<file path="src/i2cm_pkg.sv">
// Shared constants and types for the two-wire master data path.
// Assumes a 50 MHz reference clock and a 32-bit byte-addressed register port.
`default_nettype none

package i2cm_pkg;

	// ------------------------------------------------------------
	// Register byte addresses
	// ------------------------------------------------------------
	localparam logic [31:0] I2CM_RX_DATA_ADDR    = 32'h40003408;
	localparam logic [31:0] I2CM_TX_DATA_ADDR    = 32'h4000340c;
	localparam logic [31:0] I2CM_RX_COUNT_ADDR   = 32'h40003410;
	localparam logic [31:0] I2CM_CUR_COUNT_ADDR  = 32'h40003414;
	localparam logic [31:0] I2CM_ADDR0_ADDR      = 32'h40003418;
	localparam logic [31:0] I2CM_ADDR1_ADDR      = 32'h4000341c;
	localparam logic [31:0] I2CM_STATUS_ADDR     = 32'h40003440;
	localparam logic [31:0] I2CM_CTRL_ADDR       = 32'h40003444;
	localparam logic [31:0] I2CM_IRQ_STATUS_ADDR = 32'h40003448;
	localparam logic [31:0] I2CM_IRQ_MASK_ADDR   = 32'h4000344c;

	// ------------------------------------------------------------
	// Field positions and reset values
	// ------------------------------------------------------------
	localparam int          I2CM_RXREQ_BIT  = 3;
	localparam int          I2CM_TXREQ_BIT  = 2;
	localparam int          I2CM_BUSY_BIT   = 6;
	localparam int          I2CM_EXTEND_BIT = 8;
	localparam int          I2CM_DIR_BIT    = 0;
	localparam int          I2CM_GO_BIT     = 0;
	localparam logic [4:0]  I2CM_TEN_PREFIX = 5'h1e;
	localparam logic [15:0] I2CM_REG_RESET  = 16'h0000;

	// Interrupt event positions, shared by status and mask.
	localparam int I2CM_EV_RX_REQ = 0;
	localparam int I2CM_EV_TX_REQ = 1;
	localparam int I2CM_EV_DONE   = 2;
	localparam int I2CM_EV_RX_OVF = 3;
	localparam int I2CM_EV_NACK   = 4;
	localparam int I2CM_EV_TX_UND = 5;
	localparam int I2CM_EV_W      = 6;

	// ------------------------------------------------------------
	// Sizes and timing
	// ------------------------------------------------------------
	localparam int I2CM_BYTE_W     = 8;
	localparam int I2CM_FIFO_DEPTH = 2;
	localparam int I2CM_CLK_NS     = 20;
	localparam int I2CM_QUARTER_NS = 1250;
	// A least time, so the count rounds up.
	localparam int I2CM_QUARTER_CYC = (I2CM_QUARTER_NS + I2CM_CLK_NS - 1) / I2CM_CLK_NS;

	// Engine states, one-hot.
	typedef enum logic [6:0] {
		S_IDLE  = 7'h01,
		S_START = 7'h02,
		S_ADDR0 = 7'h04,
		S_ADDR1 = 7'h08,
		S_DTX   = 7'h10,
		S_DRX   = 7'h20,
		S_STOP  = 7'h40
	} i2cm_state_t;

endpackage

`default_nettype wire

</file>
<file path="src/i2cm_data_path.sv">
// Master data, address and receive-count path of a two-wire bus controller.
// Assumes a one-cycle register port on ref_clk and open-drain pads outside.
`timescale 1ns/1ps
`default_nettype none

module i2cm_data_path
	import i2cm_pkg::*;
#(
	parameter int QUARTER = I2CM_QUARTER_CYC
)
(
	// Clock and reset.
	input  wire logic        ref_clk,
	input  wire logic        nrst,
	// Register port.
	input  wire logic [31:0] addr,
	input  wire logic [15:0] wdata,
	input  wire logic        wr_en,
	input  wire logic        rd_en,
	output logic      [15:0] rdata,
	// Interrupt.
	output logic             irq,
	// Serial clock pad.
	input  wire logic        scl_i,
	output logic             scl_o,
	output logic             scl_oe,
	// Serial data pad.
	input  wire logic        sda_i,
	output logic             sda_o,
	output logic             sda_oe
);

	// ------------------------------------------------------------
	// State
	// ------------------------------------------------------------

	// All registered state of the block.
	typedef struct packed {
		i2cm_state_t          state;   // Engine state.
		logic [7:0]           qcnt;    // Quarter-bit timer.
		logic [1:0]           phase;   // Quarter within the bit.
		logic [3:0]           bitn;    // Bit slot, 8 is the acknowledge.
		logic [7:0]           shreg;   // Shift register.
		logic [7:0]           txcur;   // Byte now being sent.
		logic                 nack;    // Last acknowledge was missing.
		logic [7:0]           cur_cnt; // Bytes received so far.
		logic [8:0]           rx_cnt;  // Extend flag and count.
		logic [7:0]           first_addr_field_alt;    // First address byte.
		logic [7:0]           second_addr_field;    // Second address byte.
		logic [I2CM_EV_W-1:0] ists;    // Sticky events.
		logic [I2CM_EV_W-1:0] mask;    // Event enables.
		logic                 rxreq_d; // Receive request, one cycle ago.
		logic                 txreq_d; // Transmit request, one cycle ago.
		logic [15:0]          rdata;   // Read answer.
		logic                 scl_oe;  // Pulling the clock low.
		logic                 sda_oe;  // Pulling data low.
		logic                 scl_s1;  // Clock pin, first stage.
		logic                 scl_s2;  // Clock pin, second stage.
		logic                 sda_s1;  // Data pin, first stage.
		logic                 sda_s2;  // Data pin, second stage.
	} i2cm_core_t;

	i2cm_core_t s;      // Current state.
	i2cm_core_t next_s; // Next state.

	// FIFO connections.
	logic       rx_push;  // Store a received byte.
	logic       rx_pop;   // Software took a byte.
	logic [7:0] rx_data_byte;
	logic       rx_full;
	logic       rx_empty;
	logic       tx_push;  // Software wrote a byte.
	logic       tx_pop;   // Engine took a byte.
	logic [7:0] tx_head;
	logic [1:0] tx_count;
	logic       tx_full;
	logic       tx_empty;

	// Derived flags.
	logic       rx_data_request;
	logic       tx_space_request;
	logic [1:0] tx_fifo_level;
	logic       ten_bit;  // First byte carries the ten-bit prefix.
	logic       last;     // Current receive byte is the final one.
	logic       busy;
	logic       tick;     // Quarter-bit boundary.

	// ------------------------------------------------------------
	// Storage
	// ------------------------------------------------------------

	// Receive store; software reads drain it.
	i2cm_fifo #(.WIDTH(I2CM_BYTE_W), .DEPTH(I2CM_FIFO_DEPTH)) u_rx_fifo (
		.ref_clk   (ref_clk),
		.nrst      (nrst),
		.push      (rx_push),
		.push_data (s.shreg),
		.pop       (rx_pop),
		.head      (rx_data_byte),
		.count     (),
		.full      (rx_full),
		.empty     (rx_empty)
	);

	// Transmit store; the engine drains it.
	i2cm_fifo #(.WIDTH(I2CM_BYTE_W), .DEPTH(I2CM_FIFO_DEPTH)) u_tx_fifo (
		.ref_clk   (ref_clk),
		.nrst      (nrst),
		.push      (tx_push),
		.push_data (wdata[7:0]),
		.pop       (tx_pop),
		.head      (tx_head),
		.count     (tx_count),
		.full      (tx_full),
		.empty     (tx_empty)
	);

	// The level and receive request follow the stores directly; the transmit request also needs the write direction.
	assign rx_data_request  = !rx_empty;
	assign tx_space_request = !s.first_addr_field_alt[I2CM_DIR_BIT] && !tx_full;
	assign tx_fifo_level    = {!tx_empty, tx_full};
	assign ten_bit          = (s.first_addr_field_alt[7:3] == I2CM_TEN_PREFIX);
	// The count holds bytes minus one, so a match marks the final byte.
	assign last    = !s.rx_cnt[I2CM_EXTEND_BIT] && (s.cur_cnt == s.rx_cnt[7:0]);
	assign busy    = (s.state != S_IDLE);
	assign irq     = |(s.ists & s.mask);
	assign rdata   = s.rdata;
	assign scl_oe  = s.scl_oe;
	assign sda_oe  = s.sda_oe;
	// Open-drain pads only ever pull low.
	assign scl_o   = 1'b0;
	assign sda_o   = 1'b0;
	assign tx_push = wr_en && (addr == I2CM_TX_DATA_ADDR) && !tx_full;
	assign rx_pop  = rd_en && (addr == I2CM_RX_DATA_ADDR) && !rx_empty;
	// A slave holding the clock low stretches the high quarter.
	assign tick    = (s.qcnt == '0) && !(busy && s.phase == 2'd2 && !s.scl_s2);

	// ------------------------------------------------------------
	// Next-state logic
	// ------------------------------------------------------------

	// Register port, engine and event capture in one pass.
	always_comb
	begin
		logic                 go;
		logic [I2CM_EV_W-1:0] ev;
		logic [I2CM_EV_W-1:0] clr;
		go      = 1'b0;
		ev      = '0;
		clr     = '0;
		next_s  = s;
		rx_push = 1'b0;
		tx_pop  = 1'b0;
		// Read data stands for one cycle only.
		next_s.rdata = '0;
		// Two-stage synchronisers for the pads.
		next_s.scl_s1 = scl_i;
		next_s.scl_s2 = s.scl_s1;
		next_s.sda_s1 = sda_i;
		next_s.sda_s2 = s.sda_s1;

		// Register writes.
		if (wr_en)
		begin
			case (addr)
				I2CM_RX_COUNT_ADDR:   next_s.rx_cnt = wdata[8:0];
				I2CM_ADDR0_ADDR:      next_s.first_addr_field_alt = wdata[7:0];
				I2CM_ADDR1_ADDR:      next_s.second_addr_field = wdata[7:0];
				I2CM_CTRL_ADDR:       go = wdata[I2CM_GO_BIT] && !busy;
				I2CM_IRQ_STATUS_ADDR: clr = wdata[I2CM_EV_W-1:0];
				I2CM_IRQ_MASK_ADDR:   next_s.mask = wdata[I2CM_EV_W-1:0];
				default:              next_s.mask = s.mask; // Unmapped: ignored.
			endcase
		end

		// Register reads; unmapped addresses answer zero.
		if (rd_en)
		begin
			case (addr)
				I2CM_RX_DATA_ADDR:    next_s.rdata = {8'h00, rx_data_byte};
				I2CM_TX_DATA_ADDR:    next_s.rdata = {8'h00, s.txcur};
				I2CM_RX_COUNT_ADDR:   next_s.rdata = {7'h00, s.rx_cnt};
				I2CM_CUR_COUNT_ADDR:  next_s.rdata = {8'h00, s.cur_cnt};
				I2CM_ADDR0_ADDR:      next_s.rdata = {8'h00, s.first_addr_field_alt};
				I2CM_ADDR1_ADDR:      next_s.rdata = {8'h00, s.second_addr_field};
				I2CM_STATUS_ADDR:
				begin
					next_s.rdata                 = {14'h0000, tx_fifo_level};
					next_s.rdata[I2CM_TXREQ_BIT] = tx_space_request;
					next_s.rdata[I2CM_RXREQ_BIT] = rx_data_request;
					next_s.rdata[I2CM_BUSY_BIT]  = busy;
				end
				I2CM_IRQ_STATUS_ADDR: next_s.rdata = {10'h000, s.ists};
				I2CM_IRQ_MASK_ADDR:   next_s.rdata = {10'h000, s.mask};
				default:              next_s.rdata = I2CM_REG_RESET;
			endcase
		end

		// Quarter-bit timer; held at reload while idle.
		if (!busy || tick)
			next_s.qcnt = 8'(QUARTER - 1);
		else if (s.qcnt != '0)
			next_s.qcnt = s.qcnt - 8'h01;

		// Bus engine.
		unique case (s.state)
			S_IDLE:
			begin
				next_s.scl_oe = 1'b0;
				next_s.sda_oe = 1'b0;
				next_s.phase  = 2'd0;
				if (go)
				begin
					next_s.state   = S_START;
					next_s.cur_cnt = '0;
				end
			end
			S_START:
			begin
				// Data falls while the clock is high, then the clock falls.
				if (tick)
				begin
					next_s.phase = s.phase + 2'd1;
					if (s.phase == 2'd1)
						next_s.sda_oe = 1'b1;
					if (s.phase == 2'd3)
					begin
						next_s.scl_oe = 1'b1;
						next_s.state  = S_ADDR0;
						next_s.shreg  = s.first_addr_field_alt;
						next_s.bitn   = '0;
					end
				end
			end
			S_STOP:
			begin
				// Data low, clock high, then data rises.
				if (tick)
				begin
					next_s.phase = s.phase + 2'd1;
					unique case (s.phase)
						2'd0: next_s.sda_oe = 1'b1;
						2'd1: next_s.scl_oe = 1'b0;
						2'd2: next_s.sda_oe = 1'b0;
						2'd3:
						begin
							next_s.state    = S_IDLE;
							ev[I2CM_EV_DONE] = 1'b1;
						end
					endcase
				end
			end
			S_ADDR0, S_ADDR1, S_DTX, S_DRX:
			begin
				if (tick)
				begin
					next_s.phase = s.phase + 2'd1;
					unique case (s.phase)
						// Clock low: set up the data line.
						2'd0:
						begin
							if (s.state == S_DRX)
								next_s.sda_oe = (s.bitn == 4'd8) ? !last : 1'b0;
							else
								next_s.sda_oe = (s.bitn == 4'd8) ? 1'b0 : !s.shreg[7];
						end
						// Release the clock.
						2'd1: next_s.scl_oe = 1'b0;
						// Clock high: sample.
						2'd2:
						begin
							if (s.bitn == 4'd8)
								next_s.nack = s.sda_s2;
							else if (s.state == S_DRX)
								next_s.shreg = {s.shreg[6:0], s.sda_s2};
						end
						// Clock falls: next bit or end of byte.
						2'd3:
						begin
							next_s.scl_oe = 1'b1;
							if (s.bitn != 4'd8)
							begin
								next_s.bitn = s.bitn + 4'd1;
								if (s.state != S_DRX)
									next_s.shreg = {s.shreg[6:0], 1'b0};
							end
							else
							begin
								next_s.bitn = '0;
								if (s.state == S_DRX)
								begin
									rx_push          = 1'b1;
									ev[I2CM_EV_RX_OVF] = rx_full;
									next_s.cur_cnt   = s.cur_cnt + 8'h01;
									if (last)
										next_s.state = S_STOP;
								end
								else if (s.nack)
								begin
									next_s.state     = S_STOP;
									ev[I2CM_EV_NACK] = 1'b1;
								end
								else if (s.state == S_ADDR0 && ten_bit)
								begin
									next_s.state = S_ADDR1;
									next_s.shreg = s.second_addr_field;
								end
								else if (s.state != S_DTX && s.first_addr_field_alt[I2CM_DIR_BIT])
									next_s.state = S_DRX;
								else if (tx_empty)
								begin
									// Nothing left to send ends the transfer.
									next_s.state       = S_STOP;
									ev[I2CM_EV_TX_UND] = 1'b1;
								end
								else
								begin
									next_s.state = S_DTX;
									tx_pop       = 1'b1;
									next_s.shreg = tx_head;
									next_s.txcur = tx_head;
								end
							end
						end
					endcase
				end
			end
		endcase

		// Request edges become sticky events; a new event beats a clear.
		ev[I2CM_EV_RX_REQ] = rx_data_request && !s.rxreq_d;
		ev[I2CM_EV_TX_REQ] = tx_space_request && !s.txreq_d;
		next_s.rxreq_d     = rx_data_request;
		next_s.txreq_d     = tx_space_request;
		next_s.ists        = (s.ists & ~clr) | ev;
	end

	// State register.
	always_ff @(posedge ref_clk or negedge nrst)
	begin
		if (!nrst)
		begin
			s       <= '0;
			s.state <= S_IDLE;
			s.qcnt  <= 8'(QUARTER - 1);
			s.scl_s1 <= 1'b1;
			s.scl_s2 <= 1'b1;
			s.sda_s1 <= 1'b1;
			s.sda_s2 <= 1'b1;
		end
		else
			s <= next_s;
	end
endmodule

`default_nettype wire

</file>
<file path="src/i2cm_fifo.sv">
// Small first-in first-out store built from flip-flops.
// Assumes push and pop come from logic on the same clock.
`timescale 1ns/1ps
`default_nettype none

module i2cm_fifo
	import i2cm_pkg::*;
#(
	parameter int WIDTH = I2CM_BYTE_W,
	parameter int DEPTH = I2CM_FIFO_DEPTH
)
(
	// Clock and reset.
	input  wire logic             ref_clk,
	input  wire logic             nrst,
	// Write side.
	input  wire logic             push,
	input  wire logic [WIDTH-1:0] push_data,
	// Read side.
	input  wire logic             pop,
	output logic      [WIDTH-1:0] head,
	// Fill state.
	output logic [$clog2(DEPTH):0] count,
	output logic                   full,
	output logic                   empty
);

	localparam int AW = (DEPTH > 1) ? $clog2(DEPTH) : 1;

	// All state of the store.
	typedef struct packed {
		logic [DEPTH-1:0][WIDTH-1:0] mem;
		logic [AW-1:0]               wp;
		logic [AW-1:0]               rp;
		logic [$clog2(DEPTH):0]      cnt;
	} i2cm_fifo_st_t;

	i2cm_fifo_st_t s;       // Current state.
	i2cm_fifo_st_t next_s;  // Next state.
	logic          do_push; // Accepted push.
	logic          do_pop;  // Accepted pop.

	// Pointer step with wrap, shared by both pointers.
	function automatic logic [AW-1:0] i2cm_step(input logic [AW-1:0] p);
		i2cm_step = (p == AW'(DEPTH - 1)) ? '0 : p + 1'b1;
	endfunction

	assign full    = (s.cnt == ($clog2(DEPTH) + 1)'(DEPTH));
	assign empty   = (s.cnt == '0);
	assign count   = s.cnt;
	assign head    = s.mem[s.rp];
	// A push into a full store is dropped; the caller flags it.
	assign do_push = push && !full;
	assign do_pop  = pop && !empty;

	// Next-state logic.
	always_comb
	begin
		next_s = s;
		if (do_push)
		begin
			next_s.mem[s.wp] = push_data;
			next_s.wp        = i2cm_step(s.wp);
		end
		if (do_pop)
			next_s.rp = i2cm_step(s.rp);
		next_s.cnt = s.cnt + {{$clog2(DEPTH){1'b0}}, do_push} - {{$clog2(DEPTH){1'b0}}, do_pop};
	end

	// State register.
	always_ff @(posedge ref_clk or negedge nrst)
	begin
		if (!nrst)
			s <= '0;
		else
			s <= next_s;
	end

endmodule

`default_nettype wire

</file>
<file path="config.mk">
export PLATFORM = sky130hd
export DESIGN_NAME = i2cm_data_path
export DESIGN_NICKNAME = d
export VERILOG_FILES = /design/src/i2cm_pkg.sv /design/src/i2cm_data_path.sv /design/src/i2cm_fifo.sv
export SDC_FILE = /design/constraint.sdc
export NUM_CORES = 1
export LEC_CHECK = 0
export BUFFER_PORTS_ARGS = -buffer_cell sky130_fd_sc_hd__buf_2
export CAP_MARGIN = 20
export CORE_MARGIN = 8
export CORE_UTILIZATION = 50
export DETAILED_ROUTE_END_ITERATION = 16
export GPL_ROUTABILITY_DRIVEN = 0
export PLACE_DENSITY = 0.69
export SYNTH_ARGS = -nofsm -noshare
export SYNTH_HDL_FRONTEND = slang
export SYNTH_SLANG_ARGS = --single-unit
</file>
<file path="constraint.sdc">
create_clock -name ref_clk -period 7.2 [get_ports ref_clk]
set_input_delay 0.36 -clock ref_clk [delete_from_list [all_inputs] [get_ports ref_clk]]
set_output_delay 0.36 -clock ref_clk [all_outputs]
set_load 0.01 [all_outputs]
</file>
Word level (Yosys, flattened, before mapping)
Cells that the tools add are included.
- output and inout port bits: 21
- register bits after elaboration: 147
- word-level logic and storage cells: 281
- input port bits: 54
- equality and inequality tests: 54
- reduce and logical (&&, ||, !) cells: 57
- add/sub/neg operators: 12
- multiplexer cells: 112
- bitwise logic cells: 8
- $lt $le $gt $ge: 6
- operator list (kind ; number):
    equality test 32 x 31 -> 1 bit (second input constant) ; 10
    two-way mux 16 bit ; 11
    two-way mux 8 bit ; 19
    two-way mux 7 bit ; 14
    case mux 9 bit (9 select lines) ; 1
    two-way mux 1 bit ; 38
    bitwise mux 16 bit ; 2
    case mux 8 bit (2 select lines) ; 2
    two-way mux 31 bit ; 1
    case mux 7 bit (4 select lines) ; 1
    two-way mux 12 bit ; 2
    case mux 12 bit (2 select lines) ; 1
    inequality test 2 bit (second input constant) ; 11
    logical AND 1 bit ; 20
    AND reduction 6 bit ; 3
    AND reduction 9 bit ; 2
    demux 8 bit (select 1 bit) ; 2
    inequality test 4 bit (second input constant) ; 4
    inequality test 8 bit (second input constant) ; 2
    case mux 2 bit (4 select lines) ; 2
    inequality test 3 bit (second input constant) ; 5
    two-way mux 14 bit ; 1
    logical NOT 1 bit ; 13
    bitwise AND 6 bit ; 2
    48 further kinds ; 80

Logic depth before layout (Yosys ltp)
Gate-level depths: netlist of run 1.
- depth in word-level cells: 18
- mapped depth: 12
- depth with buffers taken out: 11

Modules after synthesis
A second synthesis of run 1 with hierarchy kept.
- cell total of the unflattened synthesis: 710
- area total of the unflattened synthesis: 7568.5 um^2
- modules (own cells, without submodules) (module ; sequential area each (um^2) ; cells an instance ; area each (um^2) ; instances):
    i2cm_data_path ; 2514.9 ; 586 ; 5751.8 ; 1
    i2cm_fifo ; 500.5 ; 62 ; 908.4 ; 2

Worst setup path after synthesis of run 1
Ideal clock, no wire load.
- path kind: register to register
- from: reg s[92] in the netlist's numbering
- to: reg u_rx_fifo.s[12] in the netlist's numbering
- arrival time: 2374 ps
- cell stages (with the launch flop): 11
- setup slack: 4701 ps
- path buffers: 2
- cell sequence: dfrtp_1 > inv_1 > ha_1 > or3b_1 > clkbuf_1 > nor2_4 > and3_1 > nand4_1 > or3b_1 > buf_4 > mux2_4
- cells in the longest elaborated chain, start to end: 5
- RTL lines (item ; line ; source):
    from (decl) ; i2cm_data_path.sv:63 ; i2cm_core_t s;
    from (signal assigned) ; i2cm_data_path.sv:352 ; s <= next_s;
    logical NOT 8 bit ; i2cm_data_path.sv:136 ; assign tick = (s.qcnt == '0) && !(busy && s.phase == 2'd2 && !s.scl_s2);
    logical AND 1 bit ; i2cm_data_path.sv:136 ;
    two-way mux 1 bit ; i2cm_data_path.sv:255 ; if (tick)
    two-way mux 1 bit ; i2cm_data_path.sv:206 ; unique case (s.state)
    logical AND 1 bit ; i2cm_fifo.sv:53 ; assign do_push = push && !full;
    to (signal assigned) ; i2cm_fifo.sv:76 ; s <= next_s;
    to (decl) ; i2cm_fifo.sv:38 ; i2cm_fifo_st_t s;
Every way passes these cells.
A chain may end at the register's enable or synchronous reset.

Worst setup path after layout of run 1
- from: reg s[102] in the netlist's numbering
- to: reg s[72] in the netlist's numbering
- cells in the longest elaborated chain, start to end: 7
- elaborated cells between the ends (all ways): 18
- those cells by class: eq/ne: 8; bitwise: 2; reduce/logical: 8
- RTL lines (item ; line ; source):
    inequality test 7 x 1 -> 1 bit ; i2cm_data_path.sv:125 ; assign busy = (s.state != S_IDLE);
    logical AND 1 bit (2 in series) ; i2cm_data_path.sv:136 ;
    logical NOT 1 bit ; i2cm_data_path.sv:136 ;
    logical AND 1 bit ; i2cm_data_path.sv:136 ;
    inequality test 8 bit (no source line) ; - ;
    AND reduction 9 bit (no source line) (*) ; - ;
Every way passes the cells marked *; elsewhere a longest branch is shown, timed or not.

==> flow_summary.ini, run 1 <==
[run_status]
outcome = finished clean

[timing]
period_share = 0.4323
final-setup-viol-count = 0
fmaxAchievable_ghz = 0.3213
rsz0062_at_grt = false
hold_violations = 0
finalClockSkew_ps = 8.060
slew_headroom = 0.3207
tightestPinTransition_ps = 1015
setup_slack_ps = 4088
final.setup.tns_ps = 0
period_needed_ps = 3112
slew_viol_final = 0

[clocking]
numCtsBuffers = 17
ctsRootBufferMaster = clkbuf_16
htree_levels = 4
clockBufferDepth = 2
clkLatencyLatePin_ps = 430
path_clk_slew_ps = 60
cts_sinks = 140
cts_tree = done

[setup_path]
max_stage_delay_ps = 820
worstPathCellList = nor4b_1 -> a221oi_1 -> nor2_1 -> nand4_1 -> o21ai_0
crit_path_max_fanout = 16
r2r_start = s[102]
endpoint_kind = flop
criticalPathCategory = flop to flop
cp_data_required_time_ps = 7530
rrSetupSlack_ps = 4090
crit_slowest_cell = nor2_1
startpoint_type = flop
r2r_end = s[72]
r2r_cells = 5
critical_path_arrival_ps = 3440

[die]
die_x_um = 137.8
ios = 75
dieArea_um2 = 18980
coreArea_um2 = 14530
rows = 44
die_h_um = 137.8
start_util = 0.5102

[logic_synthesis]
ys.flop_type = dfrtp_1
ys_ff_latch = 140
yosysMostFrequentCell = dfrtp_1
synth_top_family_by_area = simple AND/OR/NAND/NOR gates
synthDistinctLibCells = 74
synth_area_per_cell_um2 = 10.39
synthTopCellsByArea = dfrtp_1 44%, mux2_2 8.7%, o21ai_0 4.1%
yosys.area_share.xor_xnor = 0.02126
yosysWarnings = 0
synth_commonest_cells = 130 x dfrtp_1, 79 x nand2_1, 61 x o21ai_0
seq_area_frac_synth = 0.4741
synth.area.mux_share = 0.1382
synth_top_area_share = 0.4387
synthAdderAreaFrac = 0.02025
synth_top_cell_by_area = dfrtp_1
synth-simple-area-share = 0.1729
ys_async_sr_fraction = 1.000
synth_edf_count = 0
synth.cell_area_um2 = 7416
synth_compound_area_frac = 0.1289
postSynthCellCount = 714

[place]
dp_worst_setup_slack_ps = 3994
hpwlAfterDp_um = 14290
io_buffers = 58

[flow_run]
cap_viol_max_count = 0

[min_path]
hold_path_class = input port to flop
hold_depth = 1
holdPathEnd = next_s[2]
hp-start = scl_i

[routing]
vias = 5868
wl_um = 19210
viasPerCell = 6.125
drtAntennaViolNets = 0
routedWlPerCell_um = 20.05
drt_iter0_drc = 640
drt_pass1_iterations = 7
drc = 0

[layout]
regArea_um2 = 3516
utilization = 0.5753
nets = 827
antenna_cells = 0
multi_input_area_um2 = 3605
drive_above_1_share = 0.2429
num-fill-cells = 1260
area_growth_pct = 12.76

[global_routing]
antenna_found_initial = 0
grt-ovfl-total = 0
grt_pass1_vias = 5800
grt.total_usage = 0.2138
grt_first_pass_wirelength_um = 31180
grt_start_max_net_pins = 72

[pwr]
pwr-share-seq = 0.459
power.total_uw = 1718
power_density_nw_per_um2 = 205.5
p_sw_uw = 391.9
sw_frac_of_total = 0.2281
leakagePower_uw = 0.003786
pwr-share-comb = 0.032
vdd_drop_max_mv = 0.1745
clkPwrFrac = 0.509
p_int_uw = 1326
-- worst max-delay path: cells and delay by family (launching register included) --
kind            cells  cell delay [ps]
simple gates        3             1940
compound gates      2              590
flops               1              470
-- kinds of logic (layout without fill, tap and decap cells) --
family,count (synthesis),count (layout)
AND/OR/NAND/NOR,243,243
adder cells (fa/ha/maj),12,12
buffers and inverters,66,118
multiplexers,85,85
AO/OA/AOI/OAI,149,149
flip-flops,140,140
XOR/XNOR,18,18
other,1,9
-- routing by layer --
| metal | global-route usage | vias to the layer above | share of wire |
|---|---|---|---|
| met3 | 0.06236 | 28 | 0.083 |
| met4 | 0.06149 | 0 | 0.017 |
| met5 | 0 | - | 0 |
| met2 | 0.3267 | 252 | 0.46 |
| li1 | - | 2685 | - |
| met1 | 0.2890 | 2903 | 0.44 |
-- layout make-up --
type,instances,area share
clock buffer,20,0.05342
tap,184,0.02753
sequential,140,0.4205
clock inverter,12,0.01691
timing repair buffer,63,0.04025
inverter,23,0.01032
multi-input combinational,516,0.4311
-- flip-flops by register name (all words and copies together), names as in the netlist --
register and flops:
s 87, u_rx_fifo.s 18, u_tx_fifo.s 18, rdata 9, next_s 2, u_rx_fifo.count 2
u_tx_fifo.count 2, scl_oe 1, sda_oe 1
-- worst max-delay path by stage --
stage,cells after the start,from,to
floorplan,10,s[92],u_rx_fifo.s[12]
global placement,7,addr[6],s[67]
detailed placement,7,addr[6],s[67]
CTS,5,s[102],s[72]
global route,5,s[102],s[74]
finish,5,s[102],s[72]
-- power groups by stage --
stage	logic, uW	registers, uW	clock network, uW
after detailed placement	54.7	804	0
after global routing	61.5	789	916
after floorplan	19.8	804	0
final	54.9	789	874
after CTS	55.4	789	883
after global placement	53.1	803	0
-- metrics by stage --
step | cell area, um^2 | std cells | hold WS (ps)
floorplan | 7446 | 722 | 64.41
global placement | 7764 | 925 | 348.5
detailed placement | 7764 | 925 | 346.8
CTS | 8362 | 958 | 14.59
global route | 8362 | 958 | 4.010
finish | 8362 | 958 | 26.05
-- timing repair --
| item | CTS | global route |
|---|---|---|
| hold buffers | 1 | 0 |
| hold endpoints to repair | 62 | 0 |
| resized for setup | 0 | 0 |
| setup buffers | 0 | 0 |
-- placed cells by master, fill, tap and decap left out, drive strengths merged, types with 14 or more instances in the layout --
cell	instances
dfrtp	130
nand2	79
mux2	65
o21ai	62
buf	62
nor2	41
nand3	31
inv	24
clkbuf	20
a21oi	17
mux2i	15
nor3	14
Note: power is estimated with default switching activity, not from simulation.
==> run 2, diff against run 1 <==
==> constraint.sdc (replaced) <==
create_clock -name ref_clk -period 2.9 [get_ports ref_clk]
set_input_delay 0.145 -clock ref_clk [delete_from_list [all_inputs] [get_ports ref_clk]]
set_output_delay 0.145 -clock ref_clk [all_outputs]
set_load 0.01 [all_outputs]
==> run 2 against run 1 <==
  * Count of clock-buffer cells in the layout is 1 higher
  * Clock skew increased by 2.0 ps
  * Clock power grew to 2.5 times the previous value
  * Maximum frequency is 15% higher
  * Worst hold slack got worse by 2.7 ps
  * Register-to-register slack got worse by 3900 ps
  * Via count up 2.9%
  * Non-clock buffer count rose by 29
  * Wire length rose by 3.9%
  * Sequential power grew 150%
  * Die area unchanged
  * Highest routed layer unchanged
==> flow_summary.ini, run 2 (same netlist as run 1, synthesis figures left out) <==
[setup_path]
endpoint_kind = flop
startpoint_type = flop
cp_data_required_time_ps = 3250
critical_path_arrival_ps = 3060
crit_path_max_fanout = 7
criticalPathCategory = flop to flop

[clocking]
ctsRootBufferMaster = clkbuf_16
cts_sinks = 140
htree_levels = 4
path_clk_slew_ps = 60
numCtsBuffers = 17
clockBufferDepth = 2
clkLatencyLatePin_ps = 430
cts_tree = done

[global_routing]
grt-ovfl-total = 0
grt_pass1_vias = 6069
grt_first_pass_wirelength_um = 31930
grt_start_max_net_pins = 84
grt.total_usage = 0.2195
antenna_found_initial = 0

[layout]
largest_reg_flops = 87
multi_input_area_um2 = 3612
nets = 856
top_register = s
reg.largest.list = s (87), u_rx_fifo.s (18), u_tx_fifo.s (18)
fin_area_um2 = 8602
drive_above_1_share = 0.2665
area_growth_pct = 15.99
utilization = 0.5919
mostFrequentLayoutCells = 130 x dfrtp_1, 79 x nand2_1, 61 x o21ai_0
final_common_cell = dfrtp_1
regArea_um2 = 3516
num-fill-cells = 1246
antenna_cells = 0

[die]
dieArea_um2 = 18980
die_h_um = 137.8
ios = 75
start_util = 0.5102
die_x_um = 137.8
rows = 44
coreArea_um2 = 14530

[run_status]
outcome = finished clean

[routing]
drtAntennaViolNets = 0
routedWlPerCell_um = 20.22
drc = 0
drt_pass1_iterations = 5
viasPerCell = 6.120
vias = 6040
drt_iter0_drc = 596
wl_um = 19960

[timing]
fmaxAchievable_ghz = 0.3684
period_needed_ps = 2714
final-setup-viol-count = 0
final.setup.tns_ps = 0
slew_headroom = 0.3067
hold-worst-slack_ps = 23.34
finalClockSkew_ps = 10.05
tightestPinTransition_ps = 1024
hold_violations = 0
slew_viol_final = 0
period_share = 0.9359
rsz0062_at_grt = false

[pwr]
leakagePower_uw = 0.003941
vdd_drop_max_mv = 0.3963
power_density_nw_per_um2 = 500.1

[place]
io_buffers = 58
placed_cell_area_um2 = 7951
hpwlAfterDp_um = 15000

[min_path]
hold_path_class = input port to flop

[flow_run]
cap_viol_max_count = 0
==> run 2: what timing repair did <==
| item | 4_1_cts | 5_1_grt |
|---|---|---|
| setup buffers | 0 | 0 |
| hold buffers | 5 | 0 |
| setup endpoints to repair | 0 | 9 |
| hold endpoints to repair | 83 | 0 |
| resized for setup | 0 | 2 |
==> run 2: path summary, 6_finish.rpt <==
check	cells past startpoint	slack (ps)	from	endpoint
max in group asynchronous	3	1640	nrst	s[100]
min reg2reg	0	360	next_s[0]	s[0]
max	11	190	s[92]	u_tx_fifo.count[1]
min	2	20	wdata[4]	u_tx_fifo.s[16]
max reg2reg	11	190	s[92]	u_tx_fifo.count[1]
min in group asynchronous	2	320	nrst	u_rx_fifo.s[16]
==> run 2: area by class of cell <==
class / count / share of cell area
repair buffers: 92 / 0.06560
well taps: 184 / 0.02676
inverters: 23 / 0.01004
multi-input cells: 516 / 0.4199
clock inverters: 11 / 0.01658
flip-flops and latches: 140 / 0.4087
clock buffers: 21 / 0.05236
==> run 2: through the flow <==
stage	total power (uW)	setup slack, ps	std cells
global placement	2131	186.1	950
floorplan	2044	401.3	722
finish	4302	185.8	987
CTS	4335	66.67	987
global route	4442	30.61	987
detailed placement	2135	85.69	950
==> run 2: report_power, final <==
group          leakage [uW]  internal (uW)  switching, uW
clock              0.000287           1370            825
sequential          0.00186           1960          0.816
combinational       0.00179           46.5           98.5
==> run 2: worst max-delay path: stages, from the launching register on <==
cell and delay [ps]:
dfrtp_1 400, inv_1 70, ha_1 180, or3b_1 480
nor2_4 200, nand3_1 160, nor3_2 320, ha_1 300
inv_1 60, ha_1 160, xnor2_1 150, xnor2_1 150
==> run 2: routing by layer <==
layer,up-vias,global-route usage,part of all wire
li1,2746,-,-
met1,2971,0.2834,0.43
met2,272,0.3383,0.46
met3,51,0.07075,0.089
met4,0,0.08119,0.026
met5,-,0,0
